## src/logic/esi_pkg.sv

```systemverilog
// shared constants and types for the encoder status indicator block
package esi_pkg;

  // system clock and indicator pattern timing
  localparam int unsigned CLK_HZ = 40_000_000;
  localparam int unsigned FLASH_MS = 200;
  localparam int unsigned FLASH_CYCLES = CLK_HZ / 1000 * FLASH_MS;
  // single flash: one phase lit, five phases dark
  localparam int unsigned SINGLE_PHASES = 6;
  localparam int unsigned PHASE_W = 3;
  localparam logic [PHASE_W-1:0] PHASE_LAST = 3'h5;
  localparam logic [PHASE_W-1:0] PHASE_RST = 3'h0;

  // input type setting of a channel
  localparam int unsigned TYPE_W = 3;
  localparam logic [TYPE_W-1:0] TYPE_DIFF_ENC = 3'h0;
  localparam logic [TYPE_W-1:0] TYPE_DIFF_CNT = 3'h1;
  localparam logic [TYPE_W-1:0] TYPE_TTL_ENC = 3'h2;
  localparam logic [TYPE_W-1:0] TYPE_TTL_CNT = 3'h3;
  localparam logic [TYPE_W-1:0] TYPE_OC_ENC = 3'h4;
  localparam logic [TYPE_W-1:0] TYPE_OC_CNT = 3'h5;

  // slave state machine codes
  localparam int unsigned STATE_W = 4;
  localparam logic [STATE_W-1:0] ST_INIT = 4'h1;
  localparam logic [STATE_W-1:0] ST_STATE_PRE_OPERATIONAL = 4'h2;
  localparam logic [STATE_W-1:0] ST_BOOT = 4'h3;
  localparam logic [STATE_W-1:0] ST_STATE_SAFE_OPERATIONAL = 4'h4;
  localparam logic [STATE_W-1:0] ST_OP = 4'h8;

  // positions in the synchronised pin vector
  localparam int unsigned SYNC_W = 16;
  localparam int unsigned BIT_A = 0;
  localparam int unsigned BIT_AN = 3;
  localparam int unsigned BIT_FAULT_N = 6;
  localparam int unsigned BIT_SUPPLY = 7;
  localparam int unsigned BIT_LATCH = 8;
  localparam int unsigned BIT_GATE = 9;
  localparam int unsigned BIT_WB1 = 10;
  localparam int unsigned BIT_WB2 = 13;
  // fault pin idles high, so its stages reset high
  localparam logic [SYNC_W-1:0] SYNC_RST = 16'h0040;

  localparam logic [2:0] LED3_RST = 3'h0;
  localparam logic LED_RST = 1'b0;
  localparam logic SAFE_RST = 1'b1;
  localparam logic DIR_RST = 1'b0;
  localparam logic PATTERN_RST = 1'b1;

  typedef enum logic [1:0] {
    RUN_OFF = 2'b00,
    RUN_BLINK = 2'b01,
    RUN_SINGLE = 2'b11,
    RUN_ON = 2'b10
  } esi_run_type;

endpackage

```

## src/logic/esi_top.sv

```systemverilog
// channel status indicators: track, fault, supply, latch, gate, run and diag leds
`timescale 1ns/1ps
// Summary of operation
// track green follows sampled true level; the code blanks green on any track that shows red
// track red only on enabled broken wire
// wire-break diagnosis only in differential types
// each track needs its own detection enable
// encoder pulls fault low; idles high
// status red while encoder fault asserted
// status off when no fault reported
// supply green while encoder supply present
// latch green while latch input active
// gate green while gate input active
// run off in init or firmware update
// run flashes in pre-operational state
// run single flash in safe-operational
// outputs held safe in safe-operational
// run steady on in operational state
// diag red during init process or boot
// counter modes take direction from B
// single-ended modes ignore inverse inputs
// patterns come from divided system clock
// channel 2 uses own type and enables
module esi_top #(
  parameter int unsigned FLASH_CYCLES = esi_pkg::FLASH_CYCLES
) (
  input wire logic mclk,
  input wire logic sys_rst,
  input wire logic ce,
  input wire logic track_a_input,
  input wire logic track_b_input,
  input wire logic track_c_zero_pulse_input,
  input wire logic track_a_inverse,
  input wire logic track_b_inverse,
  input wire logic track_c_inverse,
  input wire logic fault_status_n,
  input wire logic encoder_supply_present,
  input wire logic latch_input,
  input wire logic gate_input,
  input wire logic [2:0] ch1_wire_break,
  input wire logic [2:0] ch2_wire_break,
  input wire logic [esi_pkg::TYPE_W-1:0] ch1_input_type,
  input wire logic ch1_err_det_a,
  input wire logic ch1_err_det_b,
  input wire logic ch1_err_det_c,
  input wire logic [esi_pkg::TYPE_W-1:0] ch2_input_type,
  input wire logic ch2_err_det_a,
  input wire logic ch2_err_det_b,
  input wire logic ch2_err_det_c,
  input wire logic [esi_pkg::STATE_W-1:0] slave_state,
  input wire logic init_active,
  output logic [2:0] led_track_green,
  output logic [2:0] led_track_red,
  output logic led_status_red,
  output logic led_supply_green,
  output logic led_latch_green,
  output logic led_gate_green,
  output logic led_run,
  output logic led_diag,
  output logic [2:0] led_ch2_track_red,
  output logic outputs_safe,
  output logic count_dir,
  output logic [2:0] track_level
);

  logic [esi_pkg::SYNC_W-1:0] pins_raw;
  logic [esi_pkg::SYNC_W-1:0] pins_s;
  logic flash_w;
  logic single_w;

  assign pins_raw = {ch2_wire_break, ch1_wire_break, gate_input, latch_input,
                     encoder_supply_present, fault_status_n,
                     track_c_inverse, track_b_inverse, track_a_inverse,
                     track_c_zero_pulse_input, track_b_input, track_a_input};

  // every pin in pins_raw passes two flip-flops before any decode reads it
  esi_sync #(
    .WIDTH(esi_pkg::SYNC_W),
    .RST_VAL(esi_pkg::SYNC_RST)
  ) u_sync (
    .mclk(mclk),
    .sys_rst(sys_rst),
    .ce(ce),
    .async_in(pins_raw),
    .sync_out(pins_s)
  );

  esi_blink #(
    .FLASH_CYCLES(FLASH_CYCLES)
  ) u_blink (
    .mclk(mclk),
    .sys_rst(sys_rst),
    .ce(ce),
    .flash_q(flash_w),
    .single_q(single_w)
  );

  // synchronised pin groups
  wire [2:0] trk_s = pins_s[esi_pkg::BIT_A +: 3];
  wire [2:0] inv_s = pins_s[esi_pkg::BIT_AN +: 3];
  wire fault_s = ~pins_s[esi_pkg::BIT_FAULT_N];
  wire supply_s = pins_s[esi_pkg::BIT_SUPPLY];
  wire latch_s = pins_s[esi_pkg::BIT_LATCH];
  wire gate_s = pins_s[esi_pkg::BIT_GATE];
  wire [2:0] wb1_s = pins_s[esi_pkg::BIT_WB1 +: 3];
  wire [2:0] wb2_s = pins_s[esi_pkg::BIT_WB2 +: 3];

  // input type decode
  wire ch1_diff = (ch1_input_type == esi_pkg::TYPE_DIFF_ENC) ||
                  (ch1_input_type == esi_pkg::TYPE_DIFF_CNT);
  wire ch2_diff = (ch2_input_type == esi_pkg::TYPE_DIFF_ENC) ||
                  (ch2_input_type == esi_pkg::TYPE_DIFF_CNT);
  wire ch1_counter = (ch1_input_type == esi_pkg::TYPE_DIFF_CNT) ||
                     (ch1_input_type == esi_pkg::TYPE_TTL_CNT) ||
                     (ch1_input_type == esi_pkg::TYPE_OC_CNT);
  wire ch1_single_ended = !ch1_diff;
  wire [2:0] ch1_en = {ch1_err_det_c, ch1_err_det_b, ch1_err_det_a};
  wire [2:0] ch2_en = {ch2_err_det_c, ch2_err_det_b, ch2_err_det_a};

  // a differential pair reads true only when both legs agree; single-ended
  // wiring leaves the inverse pins open, so they must not be looked at
  wire [2:0] level_w = ch1_single_ended ? trk_s : (trk_s & ~inv_s);

  wire [2:0] red1_w = wb1_s & ch1_en & {3{ch1_diff}};
  wire [2:0] red2_w = wb2_s & ch2_en & {3{ch2_diff}};

  // a track flagged red for a broken wire shows red only, never a stale green
  wire [2:0] green_w = level_w & ~red1_w;

  // slave state decode
  wire st_idle = (slave_state == esi_pkg::ST_INIT) ||
                 (slave_state == esi_pkg::ST_BOOT);
  wire st_state_pre_operational = (slave_state == esi_pkg::ST_STATE_PRE_OPERATIONAL);
  wire st_state_safe_operational = (slave_state == esi_pkg::ST_STATE_SAFE_OPERATIONAL);
  wire st_op = (slave_state == esi_pkg::ST_OP);
  wire diag_w = init_active || (slave_state == esi_pkg::ST_BOOT);

  esi_pkg::esi_run_type run_mode_q;
  esi_pkg::esi_run_type run_mode_d;

  // unknown state codes fall back to dark, the same as init
  always_comb begin
    run_mode_d = esi_pkg::RUN_OFF;
    if (st_state_pre_operational) begin
      run_mode_d = esi_pkg::RUN_BLINK;
    end else if (st_state_safe_operational) begin
      run_mode_d = esi_pkg::RUN_SINGLE;
    end else if (st_op) begin
      run_mode_d = esi_pkg::RUN_ON;
    end
  end

  logic run_w;
  always_comb begin
    unique case (run_mode_q)
      esi_pkg::RUN_OFF: run_w = 1'b0;
      esi_pkg::RUN_BLINK: run_w = flash_w;
      esi_pkg::RUN_SINGLE: run_w = single_w;
      esi_pkg::RUN_ON: run_w = 1'b1;
    endcase
  end

  always_ff @(posedge mclk) begin
    if (sys_rst) begin
      run_mode_q <= esi_pkg::RUN_OFF;
      led_run <= esi_pkg::LED_RST;
      led_diag <= esi_pkg::LED_RST;
      outputs_safe <= esi_pkg::SAFE_RST;
    end else if (ce) begin
      run_mode_q <= run_mode_d;
      led_run <= run_w;
      led_diag <= diag_w;
      // outputs stay safe until the slave reaches operational
      outputs_safe <= !st_op;
    end
  end

  always_ff @(posedge mclk) begin
    if (sys_rst) begin
      led_track_green <= esi_pkg::LED3_RST;
      led_track_red <= esi_pkg::LED3_RST;
      led_ch2_track_red <= esi_pkg::LED3_RST;
      led_status_red <= esi_pkg::LED_RST;
      led_supply_green <= esi_pkg::LED_RST;
      led_latch_green <= esi_pkg::LED_RST;
      led_gate_green <= esi_pkg::LED_RST;
      track_level <= esi_pkg::LED3_RST;
      count_dir <= esi_pkg::DIR_RST;
    end else if (ce) begin
      led_track_green <= green_w;
      led_track_red <= red1_w;
      led_ch2_track_red <= red2_w;
      led_status_red <= fault_s;
      led_supply_green <= supply_s;
      led_latch_green <= latch_s;
      led_gate_green <= gate_s;
      track_level <= level_w;
      // encoder modes leave direction to the quadrature decoder
      count_dir <= ch1_counter ? level_w[1] : 1'b0;
    end
  end
endmodule

```

## src/logic/esi_sync.sv

```systemverilog
// two-stage synchroniser for a vector of asynchronous pins
`timescale 1ns/1ps
module esi_sync #(
  parameter int unsigned WIDTH = 16,
  parameter logic [WIDTH-1:0] RST_VAL = '0
) (
  input wire logic mclk,
  input wire logic sys_rst,
  input wire logic ce,
  input wire logic [WIDTH-1:0] async_in,
  output logic [WIDTH-1:0] sync_out
);

  genvar gi;
  generate
    for (gi = 0; gi < WIDTH; gi++) begin : g_bit
      logic meta_q;
      logic stable_q;
      // the first stage feeds the second stage only
      always_ff @(posedge mclk) begin
        if (sys_rst) begin
          meta_q <= RST_VAL[gi];
          stable_q <= RST_VAL[gi];
        end else if (ce) begin
          meta_q <= async_in[gi];
          stable_q <= meta_q;
        end
      end
      assign sync_out[gi] = stable_q;
    end
  endgenerate

endmodule

```

## src/logic/esi_blink.sv

```systemverilog
// divided-clock flash and single-flash pattern source for the run indicator
`timescale 1ns/1ps
module esi_blink #(
  parameter int unsigned FLASH_CYCLES = esi_pkg::FLASH_CYCLES
) (
  input wire logic mclk,
  input wire logic sys_rst,
  input wire logic ce,
  output logic flash_q,
  output logic single_q
);

  localparam int unsigned CNT_W = $clog2(FLASH_CYCLES + 1);
  localparam logic [CNT_W-1:0] CNT_LAST = CNT_W'(FLASH_CYCLES - 1);

  logic [CNT_W-1:0] cnt_q;
  logic [esi_pkg::PHASE_W-1:0] phase_q;
  wire tick = (cnt_q == CNT_LAST);
  wire phase_wrap = (phase_q == esi_pkg::PHASE_LAST);
  wire [esi_pkg::PHASE_W-1:0] phase_d = phase_wrap ? esi_pkg::PHASE_RST : phase_q + 1'b1;

  always_ff @(posedge mclk) begin
    if (sys_rst) begin
      cnt_q <= '0;
      phase_q <= esi_pkg::PHASE_RST;
      flash_q <= esi_pkg::PATTERN_RST;
      single_q <= esi_pkg::PATTERN_RST;
    end else if (ce) begin
      cnt_q <= tick ? '0 : cnt_q + 1'b1;
      if (tick) begin
        phase_q <= phase_d;
        // six phases keep both patterns aligned to one 1.2 s frame
        flash_q <= ~phase_d[0];
        single_q <= (phase_d == esi_pkg::PHASE_RST);
      end
    end
  end
endmodule

```

## config.mk

```make
export PLATFORM = sky130hd
export DESIGN_NAME = esi_top
export DESIGN_NICKNAME = d
export VERILOG_FILES = /design/src/logic/esi_pkg.sv /design/src/logic/esi_top.sv /design/src/logic/esi_sync.sv /design/src/logic/esi_blink.sv
export SDC_FILE = /design/constraint.sdc
export NUM_CORES = 1
export LEC_CHECK = 0
export BUFFER_PORTS_ARGS = -buffer_cell sky130_fd_sc_hd__buf_4
export CAP_MARGIN = 20
export CORE_ASPECT_RATIO = 1.5
export CORE_UTILIZATION = 29
export CTS_CLUSTER_DIAMETER = 50
export DETAILED_ROUTE_END_ITERATION = 10
export PLACE_DENSITY = 0.46
export SYNTH_ARGS = -nofsm -noshare
export SYNTH_HDL_FRONTEND = slang
export SYNTH_SLANG_ARGS = --single-unit
```

## constraint.sdc

```tcl
create_clock -name mclk -period 1.95 [get_ports mclk]
set_clock_uncertainty 0.05 [all_clocks]
set_input_delay 0.195 -clock mclk [delete_from_list [all_inputs] [get_ports mclk]]
set_output_delay 0.195 -clock mclk [all_outputs]
set_load 0.005 [all_outputs]
```

==> results.json, run 1 <==
{
  "finalSetupTns_ns": 0,
  "layout-drive-gt1-share_pct": 21.4,
  "end_kind": "flip-flop",
  "async_flop_share_pct": 0,
  "synthTopCellsByArea": "dfxtp_1 (49%), mux2i_1 (11%), nor2_1 (6.2%), a21oi_1 (4.6%), xor2_1 (2.9%)",
  "p_per_area_nw_per_um2": 845,
  "cts_sinks": 82,
  "critPathArrivalTime_ns": 1.94,
  "ir_drop_v": 0.000494,
  "routabilityCongestion": 0.709,
  "synth-main-ff-cell": "dfxtp_1",
  "grtUsageMet3_pct": 3.57,
  "grt.busiest_layer": "met2",
  "rsz0062_at_grt": "false",
  "hold_viol_final": 0,
  "drv_slew": 0,
  "insertion_delay_ns": 0.33,
  "cp_num_buf_inv": 0,
  "hold_path.class": "in -> reg",
  "initial_core_util_pct": 30.1,
  "ys_ff_latch": 82,
  "critPathMaxStageDelay_ns": 0.52,
  "cts_made_buffers": 9,
  "worstSetupStartpointType": "flip-flop",
  "postCtsSetupRepairBufs": 0,
  "drtIter0Drc": 124,
  "leakagePower_nw": 1.66,
  "overflow": 0,
  "vias": 2682,
  "dpl.hpwl_mm": 5.00,
  "cp_slowest_cell": "or4_1",
  "cts_max_level": 3,
  "post-route-period-util_pct": 88.2,
  "core_sq_um": 11200,
  "seq_area_frac_synth_pct": 48.7,
  "synth_area_per_cell_sq_um": 9.46,
  "fmaxAchievable_mhz": 581,
  "drc": 0,
  "row_count": 47,
  "grt_pass1_vias": 2583,
  "grt_max_degree": 40,
  "grt_use_total_pct": 12.7,
  "path_class": "reg -> reg",
  "clkSlewWorstSetupHoldPaths_ns": 0.06,
  "cp_cell_sequence": "and4_4 > nand3_4 > or4_1 > a21oi_1",
  "status": "complete, no violations",
  "yosys_warnings": 0,
  "cts_resized": 0,
  "synthesis.area_sq_um": 3370,
  "tightest_slew_ns": 0.474,
  "fill_cells": 1176,
  "layout.cells.non_filler": 562,
  "wl_mm": 7.37,
  "wl_per_cell_um": 13.1,
  "pin_count": 56,
  "globalRouteMet2Util_pct": 21.8,
  "firstDrtPassIters": 4,
  "synth.largest_area_cell": "dfxtp_1",
  "synth_top_area_share_pct": 48.7,
  "synth_edf_count": 0,
  "dp.cells": 546,
  "die-area_sq_um": 12100,
  "numPortBuffers": 54,
  "synth.top_cells.by_count": "dfxtp_1 (82), nor2_1 (56), mux2i_1 (36), a21oi_1 (31), nand2_1 (24)",
  "syn_to_final_growth_pct": 25.0,
  "drv_cap": 0,
  "die_h_um": 134,
  "syn_inst": 356,
  "grt_pass1_wl_mm": 12.2,
  "synth.most_common_cell": "dfxtp_1",
  "synth_cell_types": 44,
  "die_x_um": 90.0,
  "clockBufferDepth": 2,
  "critPathTopFamily": "simple AND/OR/NAND/NOR gates",
  "max_slew_margin_pct": 68.4,
  "fin_crit_ns": 1.72,
  "cts_root_buf": "clkbuf_16",
  "ant_nets": 0,
  "viasPerCell": 4.77,
  "final_nets": 447,
  "num_antenna_cells": 0,
  "synth_nets": 393,
  "cts_hold_buffers": 0,
  "setup_viol": 0,
  "cp_max_fo": 11,
  "crit_required_ns": 2.17,
  "cts_tree": "done",
  "antenna_found_initial": 0,
  "use_met1_pct": 14.8
}
-- placed cells by master, fill, tap and decap left out, types with 2 or more instances in the layout --
cell type / n
clkinvlp_4: 2
or3_1: 7
clkbuf_16: 9
nor4b_2: 2
o211ai_1: 2
nor2_1: 56
nand4_1: 14
mux2i_1: 36
inv_1: 5
xnor2_1: 2
or4_1: 6
and4_1: 3
a32oi_1: 3
inv_6: 2
and3_1: 2
nand3_1: 8
nand3_4: 3
a21oi_1: 31
nand2_1: 24
o31ai_1: 3
buf_4: 62
and4_4: 2
dfxtp_1: 82
clkinv_4: 2
xor2_1: 11
o21ai_0: 14
o311ai_0: 3
-- layer usage --
| layer | vias to the layer above | share of wire [%] |
|---|---|---|
| li1 | 1379 | - |
| met1 | 1247 | 44 |
| met2 | 48 | 50 |
| met3 | 8 | 4.3 |
| met4 | 0 | 1.7 |
| met5 | - | 0 |
-- path summary, 6_finish.rpt --
path / depth (start not counted) / endpoint / from / slack (ns)
hold / removal: 3 / u_sync.g_bit[12].meta_q / ch1_wire_break[2] / 0.04
hold reg to reg: 2 / led_track_green[2] / led_track_green[2] / 0.41
setup / recovery: 4 / u_blink.cnt_q[17] / u_blink.cnt_q[3] / 0.23
setup reg to reg: 4 / u_blink.cnt_q[17] / u_blink.cnt_q[3] / 0.23
-- area by class of cell --
cell class | instances | area [sq um] | area share (%)
clock inverters | 6 | 50.0 | 1.19
multi-input cells | 248 | 1600 | 37.9
clock buffers | 10 | 229 | 5.44
inverters | 6 | 22.5 | 0.535
well taps | 147 | 184 | 4.37
flip-flops and latches | 82 | 1640 | 39.0
repair buffers | 63 | 485 | 11.5
-- worst register-to-register path, stage by stage, from the launching register on --
cell	delay [ns]
dfxtp_1	0.41
and4_4	0.38
nand3_4	0.16
or4_1	0.52
a21oi_1	0.14
-- state kept, by name (all words and copies together), names as in the netlist --
register               cells
led_latch_green            1
run_mode_q                 2
u_blink.single_q           1
led_status_red             1
u_blink.flash_q            1
led_track_green            3
u_blink.phase_q            3
led_diag                   1
led_ch2_track_red          3
count_dir                  1
led_gate_green             1
u_sync.g_bit.stable_q     16
led_track_red              3
u_blink.cnt_q             23
led_supply_green           1
u_sync.g_bit.meta_q       16
track_level                3
outputs_safe               1
led_run                    1
-- cells by family after synthesis --
logic type	synth area share (%)
flops	48.7
compound gates	11.2
buf+inv	3.83
simple gates	21.8
xor+xnor	3.38
fa+ha+maj	0.371
mux	10.7
-- per-stage QoR --
stage                     hold WS (ns)  setup slack, ns  utilization, %  area, sq um  power, mW
after global placement           0.372            0.257            35.2         3930       2.01
final                           0.0399            0.230            37.7         4210       3.56
after floorplan                  0.273            0.374               -         3370       1.90
after detailed placement         0.387            0.253            35.2         3930       2.01
after global routing            0.0340           0.0981            37.7         4210       3.71
after CTS                       0.0326            0.235            37.7         4210       3.61
-- report_power, final --
part           total, mW  switching, mW  internal, mW
Sequential          1.74         0.0250          1.72
Clock               1.59          0.712         0.876
Combinational      0.227          0.114         0.114
Power figures use the tool's default switching activity.
==> inputs of run 2 (changes only) <==
--- a/config.mk
+++ b/config.mk
@@ -7,7 +7,7 @@
 export LEC_CHECK = 0
 export BUFFER_PORTS_ARGS = -buffer_cell sky130_fd_sc_hd__buf_4
 export CAP_MARGIN = 20
-export CORE_ASPECT_RATIO = 1.5
+export CORE_ASPECT_RATIO = 1.2
 export CORE_UTILIZATION = 29
 export CTS_CLUSTER_DIAMETER = 50
 export DETAILED_ROUTE_END_ITERATION = 10
==> run 2 against run 1 <==
Effect of this change: sequential share of layout area is 0.069 points lower; count of clock-buffer cells in the layout stayed put; fmax is 0.32% higher; routed wire length is 2.8% lower; combinational power hardly changed; flip-flop and latch count stayed put; via count is 0.30% higher; core utilization hardly changed; setup slack better by 0.0054 ns; sequential power hardly changed; die area hardly changed; largest power group unchanged; highest routed layer unchanged.
==> results.json, run 2 (synthesis gave the netlist of run 1 again) <==
{
  "status": "complete, no violations",
  "power.total_mw": 3.58,
  "fmaxAchievable_mhz": 583,
  "routabilityCongestion": 0.691,
  "cts_hold_buffers": 0,
  "dp.cells": 550,
  "viasPerCell": 4.75,
  "p_sw_uw": 841,
  "regToRegStartpoint": "u_blink.cnt_q[3]",
  "fill_cells": 1135,
  "drv_cap": 0,
  "grt_pass1_vias": 2626,
  "final_common_cell": "dfxtp_1",
  "tightest_slew_ns": 0.421,
  "ant_nets": 0,
  "crit_required_ns": 2.17,
  "drv_slew": 0,
  "ir_drop_v": 0.000343,
  "die_h_um": 120,
  "cp_max_fo": 11,
  "fin_crit_ns": 1.72,
  "drtIter0Drc": 70,
  "vias": 2690,
  "layout_common_cells": "dfxtp_1 (82), buf_4 (58), nor2_1 (56), mux2i_1 (36), a21oi_1 (31)",
  "cts_resized": 0,
  "finalSetupTns_ns": 0,
  "hold_path.class": "in -> reg",
  "layout-drive-gt1-share_pct": 21.1,
  "whs_endpoint": "u_sync.g_bit[6].meta_q",
  "pwr-share-seq_pct": 48.7,
  "top_layer_used": "met4",
  "top_register": "u_blink.cnt_q",
  "post-route-period-util_pct": 88.0,
  "numPortBuffers": 54,
  "antenna_found_initial": 0,
  "largest_reg_flops": 23,
  "top_regs": "u_blink.cnt_q (23), u_sync.g_bit.meta_q (16), u_sync.g_bit.stable_q (16)",
  "rsz0062_at_grt": "false",
  "num_antenna_cells": 0,
  "die_x_um": 100,
  "grt_max_degree": 53,
  "cts_sinks": 82,
  "critPathArrivalTime_ns": 1.93,
  "cts_tree": "done",
  "max_slew_margin_pct": 71.7,
  "end_kind": "flip-flop",
  "r2r_end": "u_blink.cnt_q[17]",
  "worstRegToRegCells": 4,
  "regToRegSetupSlack_ns": 0.23,
  "cts_made_buffers": 9,
  "core_sq_um": 11200,
  "grt_pass1_wl_mm": 12.1,
  "clockBufferDepth": 2,
  "p_per_area_nw_per_um2": 849,
  "place_ws_ns": 0.239,
  "firstDrtPassIters": 6,
  "worst_hold_slack_ns": 0.0375,
  "die-area_sq_um": 12100,
  "syn_to_final_growth_pct": 25.2,
  "postCtsSetupRepairBufs": 0,
  "setup_viol": 0,
  "route.met2.wl_mm": 3.63,
  "final_nets": 444,
  "initial_core_util_pct": 30.1,
  "swShare_pct": 23.5,
  "layout.cells.non_filler": 566,
  "row_count": 42,
  "cts_root_buf": "clkbuf_16",
  "cts_max_level": 3,
  "worst_slack_ns": 0.235,
  "wl_mm": 7.16,
  "power_frac_comb_pct": 6.3,
  "hold_viol_final": 0,
  "power_frac_clock_pct": 45.0,
  "grt_use_total_pct": 12.8,
  "worstSetupStartpointType": "flip-flop",
  "pin_count": 56,
  "insertion_delay_ns": 0.34,
  "clkSlewWorstSetupHoldPaths_ns": 0.06,
  "drc": 0,
  "wl_per_cell_um": 12.7,
  "wl_met3_um": 288,
  "path_class": "reg -> reg",
  "holdPathStages": 3,
  "worstHoldStart": "fault_status_n",
  "dpl.hpwl_mm": 4.85,
  "p_int_mw": 2.74,
  "routedLengthMet1_mm": 3.08,
  "leakagePower_nw": 1.66,
  "overflow": 0
}
==> run 2: changes by cell type in the layout (fill, tap and decap cells not counted) <==
cell,delta
clkbuf_8,+1
clkbuf_1,-1
buf_12,+1
buf_4,-4
clkinv_4,-1
clkinvlp_4,+1
==> run 2: worst max-delay path, stage by stage (launching register included) <==
cell and delay [ns]:
dfxtp_1 0.40, and4_4 0.38, nand3_4 0.16, or4_1 0.52
a21oi_1 0.14
==> run 2: per-layer routing <==
metal,global-route usage (%),up-vias
li1,-,1376
met1,14.6,1266
met2,21.8,38
met3,3.38,10
met4,6.52,0
met5,0,-
==> run 2: how the worst max path moves through the flow <==
stage	depth (start not counted)	slack [ns]	end	start
global placement	4	0.26	u_blink.cnt_q[19]	u_blink.cnt_q[3]
detailed placement	4	0.24	u_blink.cnt_q[21]	u_blink.cnt_q[3]
floorplan	5	0.37	u_blink.cnt_q[16]	u_blink.cnt_q[0]
global route	5	0.08	u_blink.phase_q[0]	u_blink.cnt_q[11]
finish	4	0.23	u_blink.cnt_q[17]	u_blink.cnt_q[3]
CTS	4	0.23	u_blink.cnt_q[17]	u_blink.cnt_q[3]
==> run 2: power by group through the flow <==
stage	clock, mW	combinational (mW)	sequential (mW)
2_1_floorplan	0	0.130	1.77
3_3_place_gp	0	0.228	1.78
3_5_place_dp	0	0.232	1.78
4_1_cts	1.67	0.233	1.74
5_1_grt	1.73	0.253	1.75
6_report	1.61	0.226	1.74
==> run 2: final cells by class <==
class / instances / area, sq um / area share [%]
multi-input cells: 248 / 1600 / 37.9
clock inverters: 6 / 48.8 / 1.16
flip-flops and latches: 82 / 1640 / 38.9
clock buffers: 10 / 239 / 5.67
repair buffers: 60 / 475 / 11.3
well taps: 154 / 193 / 4.57
inverters: 6 / 22.5 / 0.534
==> run 2: metrics by stage <==
stage	cell area, sq um	utilization (%)
floorplan	3370	-
global placement	3930	35.1
detailed placement	3930	35.1
CTS	4220	37.7
global route	4220	37.7
finish	4220	37.7
==> inputs of run 3 (changes only) <==
--- a/config.mk
+++ b/config.mk
@@ -7,7 +7,7 @@
 export LEC_CHECK = 0
 export BUFFER_PORTS_ARGS = -buffer_cell sky130_fd_sc_hd__buf_4
 export CAP_MARGIN = 20
-export CORE_ASPECT_RATIO = 1.2
+export CORE_ASPECT_RATIO = 0.75
 export CORE_UTILIZATION = 29
 export CTS_CLUSTER_DIAMETER = 50
 export DETAILED_ROUTE_END_ITERATION = 10
==> constraint.sdc (replaced) <==
create_clock -name mclk -period 1.95 [get_ports mclk]
set_clock_uncertainty 0.05 [all_clocks]
set_input_delay 0.39 -clock mclk [delete_from_list [all_inputs] [get_ports mclk]]
set_output_delay 0.39 -clock mclk [all_outputs]
set_load 0.005 [all_outputs]
==> run 3 against run 2 <==
Effect of this change: routed wire length increased by 3.2%; first-iteration DRC count increased by 93%; die area about the same; non-clock buffer count increased by 4; via count decreased by 3.0%; sequential share of layout area decreased by 0.54 points; flip-flop and latch count unchanged; critical path type unchanged; setup slack got worse by 0.012 ns; combinational power increased by 3%; count of clock-buffer cells in the layout unchanged; worst hold slack improved by 0.20 ns.
==> results.json, run 3 (synthesis gave the netlist of run 1 again) <==
{
  "num_antenna_cells": 0,
  "row_count": 33,
  "postCtsSetupRepairBufs": 0,
  "final_common_cell": "dfxtp_1",
  "post-route-period-util_pct": 88.6,
  "max_slew_margin_pct": 49.9,
  "layout_common_cells": "dfxtp_1 (82), buf_4 (62), nor2_1 (56), mux2i_1 (36), a21oi_1 (31)",
  "routabilityCongestion": 0.698,
  "numPortBuffers": 54,
  "hold_path.class": "in -> reg",
  "dpl.hpwl_mm": 5.03,
  "crit_required_ns": 2.17,
  "tightest_slew_ns": 0.751,
  "wl_mm": 7.39,
  "die_h_um": 95.3,
  "viasPerCell": 4.69,
  "grtUsageMet3_pct": 4.04,
  "design_area_sq_um": 4280,
  "worstSetupStartpointType": "flip-flop",
  "pin_count": 56,
  "rsz0062_at_grt": "false",
  "cp_max_fo": 4,
  "firstDrtPassIters": 4,
  "finalSetupTns_ns": 0,
  "initial_core_util_pct": 30.3,
  "fin_crit_ns": 1.73,
  "power.total_mw": 3.85,
  "globalRouteMet2Util_pct": 17.8,
  "layout-drive-gt1-share_pct": 21.9,
  "fin_util_pct": 38.5,
  "drv_cap": 0,
  "drv_slew": 0,
  "grt_max_degree": 54,
  "cts_made_buffers": 9,
  "status": "complete, no violations",
  "cts_sinks": 82,
  "path_class": "reg -> reg",
  "critPathArrivalTime_ns": 1.94,
  "grt_pass1_vias": 2399,
  "p_per_area_nw_per_um2": 900,
  "die-area_sq_um": 12100,
  "setup_viol": 0,
  "end_kind": "flip-flop",
  "final_nets": 448,
  "cts_hold_buffers": 0,
  "grt_pass1_wl_mm": 12.2,
  "cts_tree": "done",
  "drc": 0,
  "antenna_found_initial": 0,
  "cts_root_buf": "clkbuf_16",
  "worst_hold_slack_ns": 0.236,
  "grt.busiest_layer": "met1",
  "hold_viol_final": 0,
  "cts_resized": 0,
  "syn_to_final_growth_pct": 27.0,
  "clkSlewWorstSetupHoldPaths_ns": 0.06,
  "leakagePower_nw": 1.71,
  "cts_max_level": 3,
  "use_met1_pct": 19.0,
  "insertion_delay_ns": 0.33,
  "largest_reg_flops": 23,
  "vias": 2610,
  "clockBufferDepth": 2,
  "overflow": 0,
  "core_sq_um": 11100,
  "wl_per_cell_um": 13.3,
  "grt_use_total_pct": 13.1,
  "die_x_um": 126,
  "ir_drop_v": 0.000460,
  "drtIter0Drc": 135,
  "fmaxAchievable_mhz": 579,
  "ant_nets": 0,
  "top_regs": "u_blink.cnt_q (23), u_sync.g_bit.meta_q (16), u_sync.g_bit.stable_q (16)",
  "top_register": "u_blink.cnt_q",
  "postPlaceCellArea_sq_um": 3940
}
-- run 3: cell count changes in the layout (fill, tap and decap cells not counted) --
cell / before / now
buf_4: 58 / 62
inv_6: 2 / 3
clkinvlp_4: 3 / 0
bufinv_16: 0 / 2
-- run 3: cell type report --
type,count,area (sq um)
Fill cell,1100,6830
Sequential cell,82,1640
Multi-Input combinational cell,248,1600
Timing Repair Buffer,64,505
Clock buffer,10,239
Tap cell,140,175
Clock inverter,6,95.1
Inverter,6,22.5
-- run 3: final timing paths --
path	cells past startpoint	start	slack (ns)	end
hold / removal	3	fault_status_n	0.24	u_sync.g_bit[6].meta_q
hold reg to reg	2	count_dir	0.42	count_dir
setup / recovery	5	u_blink.cnt_q[0]	0.22	u_blink.cnt_q[16]
setup reg to reg	5	u_blink.cnt_q[0]	0.22	u_blink.cnt_q[16]
-- run 3: worst max-delay path, cell delays in order, from the launching register on --
cell and delay (ns):
dfxtp_1 0.37, ha_1 0.23, and3_1 0.27, nand3_4 0.11
or4_1 0.48, a21oi_1 0.15
-- run 3: where the power goes --
group | leakage (nW) | switching [mW] | internal (mW)
Clock | 0.164 | 0.701 | 1.17
Sequential | 0.666 | 0.0254 | 1.72
Combinational | 0.879 | 0.115 | 0.117
Total | 1.71 | 0.841 | 3.01
-- run 3: metrics by stage --
step | worst slack [ns] | cells
2_1_floorplan | 0.364 | 356
5_1_grt | 0.118 | 556
6_report | 0.223 | 556
4_1_cts | 0.224 | 556
3_5_place_dp | 0.214 | 540
3_3_place_gp | 0.211 | 540
-- run 3: metal layers --
layer  vias up  wire (um)  share of wire, %
met5         -          0                 0
met4         0        108               1.5
met3         9        339               4.6
met2        51       2830                38
met1      1173       4110                56
li1       1377          -                 -
